===== src/design/spllk_pkg.sv =====
// constants and types for the loop divider and lock detector block
package spllk_pkg;
   // register byte offsets on the wishbone slave
   localparam logic [7:0] ADDR_PWR = 8'h00;
   localparam logic [7:0] ADDR_DIV = 8'h04;
   localparam logic [7:0] ADDR_STAT = 8'h08;
   localparam logic [7:0] ADDR_IRQ_STAT = 8'h0C;
   localparam logic [7:0] ADDR_IRQ_CLR = 8'h10;
   localparam logic [7:0] ADDR_IRQ_EN = 8'h14;
   // power_config_register layout
   localparam int PWR_PD_BIT = 7;
   localparam logic [31:0] PWR_RESET = 32'h0000_6DF0;
   localparam logic [31:0] PWR_MASK = 32'h0000_7FFF;
   // loop_divider_control layout
   localparam int DIV_FEEDBACK_DIV_SELECT_LSB = 0;
   localparam int DIV_PSEL_LSB = 5;
   localparam int DIV_BYPASS_BIT = 7;
   localparam logic [7:0] DIV_RESET = 8'h00;
   // status and interrupt bit positions
   localparam int STAT_LOCK_BIT = 0;
   localparam int STAT_PD_BIT = 1;
   localparam int IRQ_LOCK_GAIN_BIT = 0;
   localparam int IRQ_LOCK_LOSS_BIT = 1;
   localparam logic [1:0] IRQ_RESET = 2'h0;
   // lock detector: matches needed before the count exceeds eight
   localparam logic [3:0] LOCK_MATCH_LAST = 4'h8;
   localparam logic [3:0] LOCK_MATCH_RESET = 4'h0;
   // lock criterion as a count of system clock cycles after the feedback edge
   localparam logic [7:0] LOCK_CRIT_CYC = 8'h02;
   localparam logic [7:0] SINCE_FB_MAX = 8'hFF;
   localparam logic [4:0] PCNT_RESET = 5'h00;
   localparam logic [4:0] FCNT_RESET = 5'h00;

   typedef struct packed {
      logic bypass;
      logic [1:0] psel;
      logic [4:0] feedback_div_select;
   } spllk_div_type;
endpackage


===== src/design/spllk_top.sv =====
// loop post and feedback dividers, lock detector, power-down and register slave
//
// The Wishbone slave port and the address map were chosen for this implementation.
`timescale 1ns/1ps
module spllk_top (
   input wire logic clk,
   input wire logic rst_b,
   input wire logic ce,
   input wire logic wb_cyc_i,
   input wire logic wb_stb_i,
   input wire logic wb_we_i,
   input wire logic [7:0] wb_adr_i,
   input wire logic [3:0] wb_sel_i,
   input wire logic [31:0] wb_dat_i,
   output logic [31:0] wb_dat_o,
   output logic wb_ack_o,
   input wire logic ref_clk_in,
   input wire logic osc_clk_in,
   output logic osc_run,
   output logic main_clk_out,
   output logic fb_clk_out,
   output logic lock,
   output logic irq
);
   // post divider P from the two-bit code
   function automatic logic [4:0] p_value(input logic [1:0] code);
      logic [4:0] v;
      v = 5'h01 << code;
      return v;
   endfunction

   logic [31:0] pwr_q, pwr_d;
   spllk_pkg::spllk_div_type div_q, div_d;
   logic [1:0] irq_stat_q, irq_stat_d, irq_en_q, irq_en_d;
   logic ack_q;
   logic [31:0] dat_q;
   logic irq_q;
   logic osc_prev_q, ref_prev_q;
   logic [4:0] pcnt_q, pcnt_d, fcnt_q, fcnt_d;
   logic post_q, post_d, main_q, main_d, fb_q, fb_d;
   logic [7:0] since_fb_q, since_fb_d;
   logic [3:0] match_cnt_q, match_cnt_d;
   logic lock_q, lock_d;
   logic run_q;

   // bus decode
   wire logic req = wb_cyc_i & wb_stb_i;
   wire logic wr_now = ack_q & req & wb_we_i;
   wire logic hit_pwr = wb_adr_i == spllk_pkg::ADDR_PWR;
   wire logic hit_div = wb_adr_i == spllk_pkg::ADDR_DIV;
   wire logic hit_clr = wb_adr_i == spllk_pkg::ADDR_IRQ_CLR;
   wire logic hit_en = wb_adr_i == spllk_pkg::ADDR_IRQ_EN;
   wire logic [31:0] lane_mask = {{8{wb_sel_i[3]}}, {8{wb_sel_i[2]}},
                                  {8{wb_sel_i[1]}}, {8{wb_sel_i[0]}}};
   wire logic [31:0] wmask = lane_mask;
   wire logic [31:0] div_word = {24'h000000, div_q};
   wire logic [31:0] stat_word = {30'h0, pwr_q[spllk_pkg::PWR_PD_BIT], lock_q};
   wire logic [31:0] rdata =
      hit_pwr ? pwr_q :
      hit_div ? div_word :
      (wb_adr_i == spllk_pkg::ADDR_STAT) ? stat_word :
      (wb_adr_i == spllk_pkg::ADDR_IRQ_STAT) ? {30'h0, irq_stat_q} :
      hit_en ? {30'h0, irq_en_q} : 32'h0000_0000;

   // write effects land on the edge where the master sees ack
   assign pwr_d = wr_now & hit_pwr ?
                  ((pwr_q & ~wmask) | (wb_dat_i & wmask)) & spllk_pkg::PWR_MASK : pwr_q;
   assign div_d = wr_now & hit_div & wb_sel_i[0] ?
                  spllk_pkg::spllk_div_type'(wb_dat_i[7:0]) : div_q;
   assign irq_en_d = wr_now & hit_en & wb_sel_i[0] ? wb_dat_i[1:0] : irq_en_q;

   wire logic pd = pwr_q[spllk_pkg::PWR_PD_BIT];
   wire logic [4:0] p_val = p_value(div_q.psel);
   wire logic [4:0] p_last = p_val - 5'h01;
   // M minus one is the raw field
   wire logic [4:0] m_last = div_q.feedback_div_select;

   wire logic osc_rise = osc_clk_in & ~osc_prev_q;
   wire logic ref_rise = ref_clk_in & ~ref_prev_q;
   wire logic main_rise = main_d & ~main_q;
   wire logic fb_rise = fb_d & ~fb_q;

   // toggle every P oscillator edges gives 2P period, even duty
   assign pcnt_d = pd ? spllk_pkg::PCNT_RESET :
                   !osc_rise ? pcnt_q :
                   (pcnt_q >= p_last) ? spllk_pkg::PCNT_RESET : pcnt_q + 5'h01;
   assign post_d = pd ? 1'b0 : (osc_rise && pcnt_q >= p_last) ? ~post_q : post_q;
   // normal mode output is the post divider
   // bypass sends the oscillator straight out
   assign main_d = pd ? 1'b0 : div_q.bypass ? osc_clk_in : post_d;

   // one feedback edge per M main edges
   wire logic fb_wrap = main_rise && fcnt_q >= m_last;
   assign fcnt_d = pd ? spllk_pkg::FCNT_RESET :
                   !main_rise ? fcnt_q :
                   fb_wrap ? spllk_pkg::FCNT_RESET : fcnt_q + 5'h01;
   assign fb_d = pd ? 1'b0 : fb_wrap ? 1'b1 : main_rise ? 1'b0 : fb_q;

   // phase error is the age of the last feedback edge at the reference edge
   assign since_fb_d = pd ? spllk_pkg::SINCE_FB_MAX :
                       fb_rise ? 8'h00 :
                       (since_fb_q == spllk_pkg::SINCE_FB_MAX) ? since_fb_q :
                       since_fb_q + 8'h01;
   wire logic compare = ref_rise & ~pd;
   wire logic match = since_fb_q <= spllk_pkg::LOCK_CRIT_CYC;

   assign match_cnt_d = pd ? spllk_pkg::LOCK_MATCH_RESET :
                        !compare ? match_cnt_q :
                        !match ? spllk_pkg::LOCK_MATCH_RESET :
                        (match_cnt_q > spllk_pkg::LOCK_MATCH_LAST) ? match_cnt_q :
                        match_cnt_q + 4'h1;
   // lock only from the count, low in power-down
   assign lock_d = pd ? 1'b0 :
                   !compare ? lock_q :
                   !match ? 1'b0 :
                   (match_cnt_q >= spllk_pkg::LOCK_MATCH_LAST) ? 1'b1 : lock_q;

   // set wins over a clear in the same cycle
   wire logic [1:0] irq_set = {lock_q & ~lock_d, lock_d & ~lock_q};
   wire logic [1:0] irq_clr = wr_now & hit_clr & wb_sel_i[0] ? wb_dat_i[1:0] : 2'h0;
   assign irq_stat_d = irq_set | (irq_stat_q & ~irq_clr);

   always_ff @(posedge clk or negedge rst_b) begin
      if (!rst_b) begin
         pwr_q <= spllk_pkg::PWR_RESET;
         div_q <= spllk_pkg::spllk_div_type'(spllk_pkg::DIV_RESET);
         irq_en_q <= spllk_pkg::IRQ_RESET;
         irq_stat_q <= spllk_pkg::IRQ_RESET;
         ack_q <= 1'b0;
         dat_q <= 32'h0000_0000;
         irq_q <= 1'b0;
      end else if (ce) begin
         pwr_q <= pwr_d;
         div_q <= div_d;
         irq_en_q <= irq_en_d;
         irq_stat_q <= irq_stat_d;
         ack_q <= req & ~ack_q;
         dat_q <= req & ~ack_q & ~wb_we_i ? rdata : 32'h0000_0000;
         irq_q <= |(irq_stat_d & irq_en_d);
      end
   end

   // dividers and comparison held at their reset values while powered down
   always_ff @(posedge clk or negedge rst_b) begin
      if (!rst_b) begin
         osc_prev_q <= 1'b0;
         ref_prev_q <= 1'b0;
         pcnt_q <= spllk_pkg::PCNT_RESET;
         fcnt_q <= spllk_pkg::FCNT_RESET;
         post_q <= 1'b0;
         main_q <= 1'b0;
         fb_q <= 1'b0;
         since_fb_q <= spllk_pkg::SINCE_FB_MAX;
         match_cnt_q <= spllk_pkg::LOCK_MATCH_RESET;
         lock_q <= 1'b0;
         run_q <= 1'b0;
      end else if (ce) begin
         osc_prev_q <= osc_clk_in;
         ref_prev_q <= ref_clk_in;
         pcnt_q <= pcnt_d;
         fcnt_q <= fcnt_d;
         post_q <= post_d;
         main_q <= main_d;
         fb_q <= fb_d;
         since_fb_q <= since_fb_d;
         match_cnt_q <= match_cnt_d;
         lock_q <= lock_d;
         run_q <= ~pwr_d[spllk_pkg::PWR_PD_BIT];
      end
   end

   assign wb_dat_o = dat_q;
   assign wb_ack_o = ack_q;
   assign osc_run = run_q;
   assign main_clk_out = main_q;
   assign fb_clk_out = fb_q;
   // lock flag is already a system clock register
   assign lock = lock_q;
   assign irq = irq_q;

   // checks
   property p_pd_lock_low;
      @(posedge clk) disable iff (!rst_b) (ce && pd) |=> !lock_q;
   endproperty
   a_pd_lock_low: assert property (p_pd_lock_low) else $error("lock high in power-down");

   property p_lock_after_nine;
      @(posedge clk) disable iff (!rst_b)
         $rose(lock_q) |-> $past(match_cnt_q) == 4'h8 && match_cnt_q == 4'h9;
   endproperty
   a_lock_after_nine: assert property (p_lock_after_nine) else $error("lock rose early");

   property p_miss_clears;
      @(posedge clk) disable iff (!rst_b)
         (ce && compare && !match) |=> (match_cnt_q == 4'h0 && !lock_q);
   endproperty
   a_miss_clears: assert property (p_miss_clears) else $error("miss kept count or lock");

   property p_pd_div_reset;
      @(posedge clk) disable iff (!rst_b)
         // oscillator enable tracks the bit itself, so it may rise on the release edge
         (ce && pd) |=> (pcnt_q == 5'h00 && fcnt_q == 5'h00 && !main_q && osc_run == !pd);
   endproperty
   a_pd_div_reset: assert property (p_pd_div_reset) else $error("divider active in power-down");

   property p_post_toggle;
      @(posedge clk) disable iff (!rst_b)
         (ce && !pd && osc_rise && pcnt_q == p_last) |=> post_q != $past(post_q);
   endproperty
   a_post_toggle: assert property (p_post_toggle) else $error("post divider missed toggle");

   property p_post_hold;
      @(posedge clk) disable iff (!rst_b)
         (ce && !pd && osc_rise && pcnt_q < p_last) |=> post_q == $past(post_q);
   endproperty
   a_post_hold: assert property (p_post_hold) else $error("post divider toggled early");

   property p_fb_wrap;
      @(posedge clk) disable iff (!rst_b)
         $rose(fb_q) |-> $past(fcnt_q) == $past(div_q.feedback_div_select) && fcnt_q == 5'h00;
   endproperty
   a_fb_wrap: assert property (p_fb_wrap) else $error("feedback edge at wrong count");

   property p_bypass;
      @(posedge clk) disable iff (!rst_b)
         (ce && !pd && div_q.bypass) |=> main_q == $past(osc_clk_in);
   endproperty
   a_bypass: assert property (p_bypass) else $error("bypass output wrong");

   property p_match_count;
      @(posedge clk) disable iff (!rst_b)
         (ce && compare && match && match_cnt_q < 4'h9) |=>
            match_cnt_q == $past(match_cnt_q) + 4'h1;
   endproperty
   a_match_count: assert property (p_match_count) else $error("match not counted");

   property p_main_post;
      @(posedge clk) disable iff (!rst_b)
         (ce && !pd && !div_q.bypass) |=> main_q == post_q;
   endproperty
   a_main_post: assert property (p_main_post) else $error("output not from post divider");

   property p_psel_two;
      @(posedge clk) disable iff (!rst_b)
         div_q.psel == 2'b01 |-> p_val == 5'h02;
   endproperty
   a_psel_two: assert property (p_psel_two) else $error("code 01 not P of two");

   property p_psel_four;
      @(posedge clk) disable iff (!rst_b)
         div_q.psel == 2'b10 |-> p_val == 5'h04;
   endproperty
   a_psel_four: assert property (p_psel_four) else $error("code 10 not P of four");

   property p_pd_compare_stop;
      @(posedge clk) disable iff (!rst_b)
         (ce && pd) |=> (since_fb_q == spllk_pkg::SINCE_FB_MAX && match_cnt_q == 4'h0);
   endproperty
   a_pd_compare_stop: assert property (p_pd_compare_stop) else $error("compare ran");

   property p_lock_read;
      @(posedge clk) disable iff (!rst_b)
         (ce && req && !ack_q && !wb_we_i && wb_adr_i == spllk_pkg::ADDR_STAT) |=>
            wb_dat_o[spllk_pkg::STAT_LOCK_BIT] == $past(lock_q);
   endproperty
   a_lock_read: assert property (p_lock_read) else $error("status read lost lock");

   property p_ack_pulse;
      @(posedge clk) disable iff (!rst_b)
         (ce && wb_ack_o) |=> !wb_ack_o;
   endproperty
   a_ack_pulse: assert property (p_ack_pulse) else $error("ack held two cycles");

   property p_loss_sets;
      @(posedge clk) disable iff (!rst_b)
         (ce && lock_q && !lock_d) |=> irq_stat_q[spllk_pkg::IRQ_LOCK_LOSS_BIT];
   endproperty
   a_loss_sets: assert property (p_loss_sets) else $error("lock loss not flagged");

   property p_irq_level;
      @(posedge clk) disable iff (!rst_b)
         irq == |(irq_stat_q & irq_en_q);
   endproperty
   a_irq_level: assert property (p_irq_level) else $error("irq level wrong");

   c_lock_gain: cover property (@(posedge clk) disable iff (!rst_b) $rose(lock_q));
   c_lock_loss: cover property (@(posedge clk) disable iff (!rst_b) $fell(lock_q) && !pd);
   c_bypass_run: cover property (@(posedge clk) disable iff (!rst_b) !pd && div_q.bypass);
   c_irq: cover property (@(posedge clk) disable iff (!rst_b) $rose(irq_q));
   c_ce_freeze: cover property (@(posedge clk) disable iff (!rst_b) !ce && lock_q);
endmodule


===== config.mk =====
export PLATFORM = sky130hd
export DESIGN_NAME = spllk_top
export DESIGN_NICKNAME = d
export VERILOG_FILES = /design/src/design/spllk_pkg.sv /design/src/design/spllk_top.sv
export SDC_FILE = /design/constraint.sdc
export NUM_CORES = 1
export LEC_CHECK = 0
export BUFFER_PORTS_ARGS = -buffer_cell sky130_fd_sc_hd__buf_4
export CORE_UTILIZATION = 55
export DETAILED_ROUTE_END_ITERATION = 10
export GPL_TIMING_DRIVEN = 0
export MAX_ROUTING_LAYER = met4
export PLACE_DENSITY = 0.81
export SYNTH_ARGS = -nofsm -noshare
export SYNTH_HDL_FRONTEND = slang
export SYNTH_SLANG_ARGS = --single-unit

===== constraint.sdc =====
create_clock -name clk -period 3.2 [get_ports clk]
set_clock_uncertainty 0.1 [all_clocks]
set_input_delay 0.32 -clock clk [delete_from_list [all_inputs] [get_ports clk]]
set_output_delay 0.32 -clock clk [all_outputs]
set_load 0.02 [all_outputs]

==> qor.yml, run 1 <==
outcome:
  outcome: "complete, but fails checks"
  failed_checks: "hold timing"
cts:
  clk_pin_slew_ns: 0.09
  cts_hold_buf: 0
  clkSinkCount: 73
  cts_max_level: 3
  cts_buffer_depth: 2
  cts-root-buf: "clkbuf_8"
  clkLatencyLatePin_ns: 0.36
  tritoncts: "yes"
  numCtsBuffers: 9
floorplan:
  num_rows: 30
  die_area_um2: 7734
  io_pins: 90
  die_h_um: 87.95
  die_x_um: 87.95
  core_area_um2: 6982
  start_util_pct: 58.19
finish:
  instances_no_fill: 583
  fillers: 535
  drive_gt1_share_pct: 31.42
  num-nets-final: 551
  diodes: 0
  syn_to_final_growth_pct: 20.88
placed_design:
  dp_hpwl_mm: 6.466
  preCtsSetupSlack_ns: 0.07267
  dpl.cell_count: 566
  portBuffers: 52
  gp_routability_congestion: 0.9123
logic_synthesis:
  yosysUniqueCellTypes: 58
  synth_seq_cells: 73
  ys.flop_type: "dfrtp_1"
  syn-mean-instance-area_um2: 10.11
  synth_edf_count: 0
  synth_seq_area_share_pct: 45.49
  synthCells: 402
  ys_warn_count: 0
  synthArstFlopShare_pct: 100.0
  syn_area_um2: 4063
setup_path:
  r2r-start: "div_q[5]"
  worst_r2r_endpoint: "fcnt_q[0]"
  rr_worst_depth: 8
  regToRegSetupSlack_ns: 0.17
  cp.required_ns: 3.37
  critical_path_class: "reg -> reg"
  crit_top_cell: "ha_4"
  critical-path-top-delay-family: "simple AND/OR/NAND/NOR gates"
  crit_path_max_fanout: 6
  cp_num_cells: 8
  crit_buf_inv: 0
  cpPeakStageDelay_ns: 0.66
  end_kind: "flop"
  critPathLaunch: "div_q[5]"
  worstPathArrival_ns: 3.21
  cp-endpoint: "fcnt_q[0]"
  critical-path-slowest-cell: "or4_2"
  start_kind: "flop"
  crit_chain: "or2_2 > ha_4 > ha_4 > a31oi_4 > or4_2 > nand4_1 > or3b_4 > o31ai_4"
timing:
  maxSlewHeadroom_pct: 40.25
  rsz0062_at_grt: "no"
  period_share_pct: 94.81
  tns_ns: 0
  drv_slew: 0
  fin_ws_ns: 0.1661
  fmax_ghz: 0.3296
  period_minus_slack_ns: 3.034
  tightest_slew_ns: 0.8962
  hold_viol_final: 23
  hold_ws_ns: -0.02038
  setup_violations: 0
routing:
  vias: 3391
  wirelength_mm: 9.265
  post-route-drc-count: 0
  post_drt_wl_per_cell_um: 15.89
  antenna_left: 0
  drt_iter0_drc: 223
  via_per_inst: 5.816
  first_pass_iters: 5
power:
  powerDensity_nw_per_um2: 559.9
  peakVddDrop_uv: 396.7
  totalPowerFinal_uw: 2750
  p_leak_uw: 0.002231
grt:
  grt_first_pass_wirelength_mm: 14.93
  grt_use_total_pct: 26.23
  antenna_found_initial: 0
  overflow: 0
  grt_pass1_vias: 3246
  grt_max_degree: 74
flow_run:
  maxCapViolations: 0
worst_hold_path:
  worst_hold_path_type: "in -> async"
[layout by cell type, fill, tap and decap left out, types with 3 or more instances in the layout]
cell type	instances
buf_4	70
dfrtp_1	56
nand2_1	28
mux2_2	27
o21ai_0	26
nor2_1	26
inv_1	23
conb_1	18
dfstp_2	17
a21oi_1	15
ha_1	15
clkbuf_8	13
nand3_1	11
nor2b_1	9
nor3_1	8
a22oi_1	8
nand2b_1	7
clkbuf_1	7
nand4_1	7
a22o_1	7
a31oi_1	6
o31ai_1	6
o22ai_1	5
mux2i_1	5
a21o_1	4
a211oi_1	4
o2bb2ai_1	4
or2_2	3
nor4_1	3
or4_4	3
o211ai_1	3
nand3b_1	3
and3_1	3
clkinv_4	3
[where the power goes]
group	total (µW)	switching (µW)	leakage (µW)	internal (µW)
sequential	1190	151	0.000893	1040
combinational	780	418	0.00123	362
clock	779	401	0.000108	378
total	2750	969	0.00223	1780
[synth_stat cells (4+ instances only)]
cell type	number	area, µm²
nand2_1	28	105.1
dfrtp_1	56	1401
o31ai_1	7	52.55
nand3_1	11	55.05
mux2i_1	5	50.05
a21o_1	4	30.03
ha_1	17	212.7
clkbuf_8	4	55.05
a31oi_1	6	37.54
a22oi_1	8	60.06
a22o_1	7	61.31
mux2_2	27	304.0
buf_4	17	127.6
o22ai_1	5	31.28
dfstp_2	17	446.7
o2bb2ai_1	4	35.03
nand4_1	7	43.79
nand2b_1	7	43.79
a21oi_1	15	75.07
inv_1	23	86.33
clkbuf_1	7	26.28
nor2b_1	9	56.30
nor2_1	26	97.59
o21ai_0	26	130.1
nor3_1	9	45.04
a211oi_1	4	30.03
[worst register-to-register path, stage by stage (launching register included)]
cell,delay (ns)
dfrtp_1,0.42
or2_2,0.35
ha_4,0.23
ha_4,0.27
a31oi_4,0.11
or4_2,0.66
nand4_1,0.16
or3b_4,0.42
o31ai_4,0.23
[layer usage]
| layer | track usage (%) | routed length, µm |
|---|---|---|
| met5 | - | 0 |
| met4 | 11.03 | 203 |
| met3 | 6.975 | 621 |
| met2 | 42.42 | 4559 |
| met1 | 30.93 | 3880 |
[final cells by class]
type | instances | area [µm²] | area share, %
plain buffers | 31 | 229.0 | 4.662
clock buffers | 9 | 123.9 | 2.522
clock inverters | 7 | 87.58 | 1.783
inverters | 23 | 86.33 | 1.758
multi-input cells | 291 | 2018 | 41.10
flip-flops and latches | 73 | 1848 | 37.63
well taps | 96 | 120.1 | 2.446
repair buffers | 53 | 397.9 | 8.102
[per-stage QoR]
stage / area (µm²) / util (%)
floorplan: 4123 / -
global placement: 4633 / 66.36
detailed placement: 4633 / 66.36
CTS: 4845 / 69.39
global route: 4911 / 70.34
finish: 4911 / 70.34
[cells by family (layout without fill, tap and decap cells)]
logic type	count (synthesis)	in the layout	share of synthesized area, %
AO/OA/AOI/OAI	101	101	16.66
adder cells (fa/ha/maj)	17	17	5.236
flip-flops	73	73	45.49
AND/OR/NAND/NOR	123	123	15.95
buffers and inverters	54	123	7.761
other	2	18	0.1849
multiplexers	32	32	8.716
[worst min path at each step]
stage / startpoint / to / slack [ns] / depth (start not counted)
after floorplan: rst_b / asynchronous set/reset pin / -0.08 / 0
after global placement: flop / wb_dat_o[12] / 0.37 / 1
after detailed placement: wb_dat_o[7] / wb_dat_o[7] / 0.38 / 1
after CTS: rst_b / asynchronous set/reset pin / 0.02 / 1
after global routing: rst_b / wb_dat_o[12] / 0.06 / 1
final: rst_b / asynchronous set/reset pin / -0.02 / 1
[what timing repair did]
| item | 4_1_cts | 5_1_grt |
|---|---|---|
| resized for setup | 0 | 8 |
| hold endpoints to repair | 0 | 0 |
| buffers inserted | 0 | 1 |
| endpoints found under the setup margin | 0 | 9 |
Power figures use the tool's default switching activity.
==> run 2, diff against run 1 <==
--- a/config.mk
+++ b/config.mk
@@ -5,12 +5,14 @@
 export SDC_FILE = /design/constraint.sdc
 export NUM_CORES = 1
 export LEC_CHECK = 0
+export ABC_AREA = 1
 export BUFFER_PORTS_ARGS = -buffer_cell sky130_fd_sc_hd__buf_4
 export CORE_UTILIZATION = 55
 export DETAILED_ROUTE_END_ITERATION = 10
 export GPL_TIMING_DRIVEN = 0
 export MAX_ROUTING_LAYER = met4
 export PLACE_DENSITY = 0.81
+export SLEW_MARGIN = 5
 export SYNTH_ARGS = -nofsm -noshare
 export SYNTH_HDL_FRONTEND = slang
 export SYNTH_SLANG_ARGS = --single-unit
==> run 2 against run 1 <==
  * The run still ends with hold timing left
  * Worst setup slack improved by 0.52 ns
  * Sequential cell count did not move
  * Clock power grew 6.3%
  * Worst hold slack improved by 0.012 ns
  * Power down 28%
  * Largest cell class unchanged
  * Critical path depth increased by 10
  * Synthesized cell count up 21%
==> qor.yml, run 2 <==
placed_design:
  dp_hpwl_mm: 6.524
  preCtsSetupSlack_ns: 0.6930
  portBuffers: 52
  gp_routability_congestion: 0.8770
cts:
  clkLatencyLatePin_ns: 0.35
  cts-resized-gates: 0
  post_cts_buffers: 0
  cts_hold_buf: 0
  cts-root-buf: "clkbuf_8"
  cts_max_level: 3
  clk_pin_slew_ns: 0.08
  numCtsBuffers: 9
  tritoncts: "yes"
  cts_buffer_depth: 2
  clkSinkCount: 73
logic_synthesis:
  synth_area_leaders: "dfrtp_1, nand2_1, dfstp_2, inv_1, ha_1"
  syn_area_um2: 4093
  ys_warn_count: 0
  synthCells: 488
  synth_common_cells: "nand2_1, inv_1, dfrtp_1"
  yosysMostFrequentCell: "nand2_1"
  yosysUniqueCellTypes: 41
  synth_seq_cells: 73
  synth_top_cell_by_area: "dfrtp_1"
  synth_edf_count: 0
  syn-mean-instance-area_um2: 8.387
  ys.flop_type: "dfrtp_1"
  synth_seq_area_share_pct: 45.15
  yosys.area.top_type_share_pct: 34.24
  synthArstFlopShare_pct: 100.0
timing:
  fin_ws_ns: 0.6903
  hold_ws_ns: -0.008055
  period_minus_slack_ns: 2.510
  setup_violations: 0
  drv_slew: 0
  rsz0062_at_grt: "no"
  tightest_slew_ns: 0.8969
  tns_ns: 0
  maxSlewHeadroom_pct: 40.20
  hold_viol_final: 5
  period_share_pct: 78.43
  fmax_ghz: 0.3985
power:
  p_seq_share_pct: 48.7
  peakVddDrop_uv: 336.5
  clkPwrFrac_pct: 42.0
  p_switching_uw: 492.7
  swShare_pct: 24.99
  combPwrFrac_pct: 9.3
  powerDensity_nw_per_um2: 402.7
  p_leak_uw: 0.002479
  internal_power_uw: 1479
floorplan:
  core_area_um2: 7214
  die_x_um: 88.26
  start_util_pct: 56.73
  die_area_um2: 7790
  die_h_um: 88.26
  io_pins: 90
  num_rows: 31
setup_path:
  cp.required_ns: 3.34
  start_kind: "flop"
  critical_path_class: "reg -> reg"
  end_kind: "flop"
  crit_path_max_fanout: 10
  worstPathArrival_ns: 2.65
finish:
  drive_gt1_share_pct: 24.48
  layout_common_cells: "nand2_1, buf_4, inv_1"
  layout_commonest_cell: "nand2_1"
  diodes: 0
  syn_to_final_growth_pct: 19.63
  fillers: 585
  regArea_um2: 1848
  num-nets-final: 636
  multi_input_area_um2: 1882
routing:
  post_drt_wl_per_cell_um: 13.18
  post-route-drc-count: 0
  first_pass_iters: 4
  wirelength_mm: 8.843
  drt_iter0_drc: 249
  vias: 3454
  via_per_inst: 5.148
  antenna_left: 0
grt:
  grt_use_total_pct: 26.13
  grt_first_pass_wirelength_mm: 15.14
  antenna_found_initial: 0
  grt_max_degree: 74
  overflow: 0
  grt_pass1_vias: 3374
outcome:
  failed_checks: "hold timing"
  outcome: "complete, but fails checks"
worst_hold_path:
  worst_hold_path_type: "in -> async"
flow_run:
  maxCapViolations: 0
==> run 2: changes by cell type after synthesis, sizes merged, moves of 9 or more <==
| cell | delta |
|---|---|
| inv | +38 |
| nor2b | -9 |
| nand4 | +9 |
| mux2 | -26 |
| nand2 | +104 |
| o21ai | +24 |
==> run 2: power by group through the flow <==
stage | Sequential, µW | Clock [µW] | Combinational [µW]
6_report | 961 | 828 | 182
3_3_place_gp | 977 | 0 | 178
5_1_grt | 963 | 878 | 206
4_1_cts | 960 | 838 | 184
3_5_place_dp | 977 | 0 | 183
2_1_floorplan | 978 | 0 | 105
==> run 2: worst max-delay path: stages, from the launching register on <==
cell	delay, ns
dfrtp_1	0.41
inv_1	0.12
nand2_1	0.09
ha_1	0.28
ha_1	0.27
nand2_1	0.05
nor2_1	0.08
nand2_1	0.07
nand3_2	0.08
nand2_1	0.05
nand2_1	0.07
nand3_2	0.09
nand2_4	0.10
nand2_4	0.05
nor2_4	0.11
o21ai_2	0.08
buf_6	0.16
nand2_2	0.06
o21ai_1	0.07
==> run 2: final timing paths <==
| path | depth (start not counted) | slack [ns] | to | from |
|---|---|---|---|---|
| max in group asynchronous | 1 | 2.44 | m_last[4] | rst_b |
| max | 18 | 0.69 | fcnt_q[2] | div_q[6] |
| max reg2reg | 18 | 0.69 | fcnt_q[2] | div_q[6] |
| min in group clk | 3 | 0.10 | ref_prev_q | ref_clk_in |
| min reg2reg | 2 | 0.37 | flop | flop |
| min | 1 | -0.008 | match_cnt_q[1] | rst_b |
==> run 2: metal layers <==
metal | GRT usage [%] | up-vias | wire, µm
met4 | 9.238 | 0 | 187
met3 | 5.410 | 18 | 425
met2 | 43.43 | 104 | 4388
met5 | - | - | 0
li1 | - | 1717 | -
met1 | 31.61 | 1615 | 3842
==> run 2: layout make-up <==
class                           count  share of cell area, %
Tap cell                           99                  2.530
Sequential cell                    73                  37.75
Clock buffer                       10                  2.811
Inverter                           61                  4.677
Clock inverter                      6                  1.866
Multi-Input combinational cell    341                  38.44
Buffer                             29                  3.961
Timing Repair Buffer               52                  7.973
==> run 2: cell families after synthesis <==
logic type | after synthesis | share of synthesized area (%)
simple gates | 207 | 23.72
xor+xnor | 10 | 2.140
mux | 1 | 0.2751
fa+ha+maj | 17 | 5.197
flops | 73 | 45.15
compound gates | 88 | 12.99
other cells | 2 | 0.1835
buf+inv | 90 | 10.33
==> run 2: stage by stage <==
step	power, µW	instances	cell area [µm²]	hold slack [ns]	utilization [%]
after floorplan	1082	504	4153	-0.07559	-
after global placement	1155	655	4667	0.3558	64.69
after detailed placement	1160	655	4667	0.3633	64.69
after CTS	1982	671	4896	0.02866	67.86
after global routing	2047	671	4896	0.07050	67.86
final	1971	671	4896	-0.008055	67.86
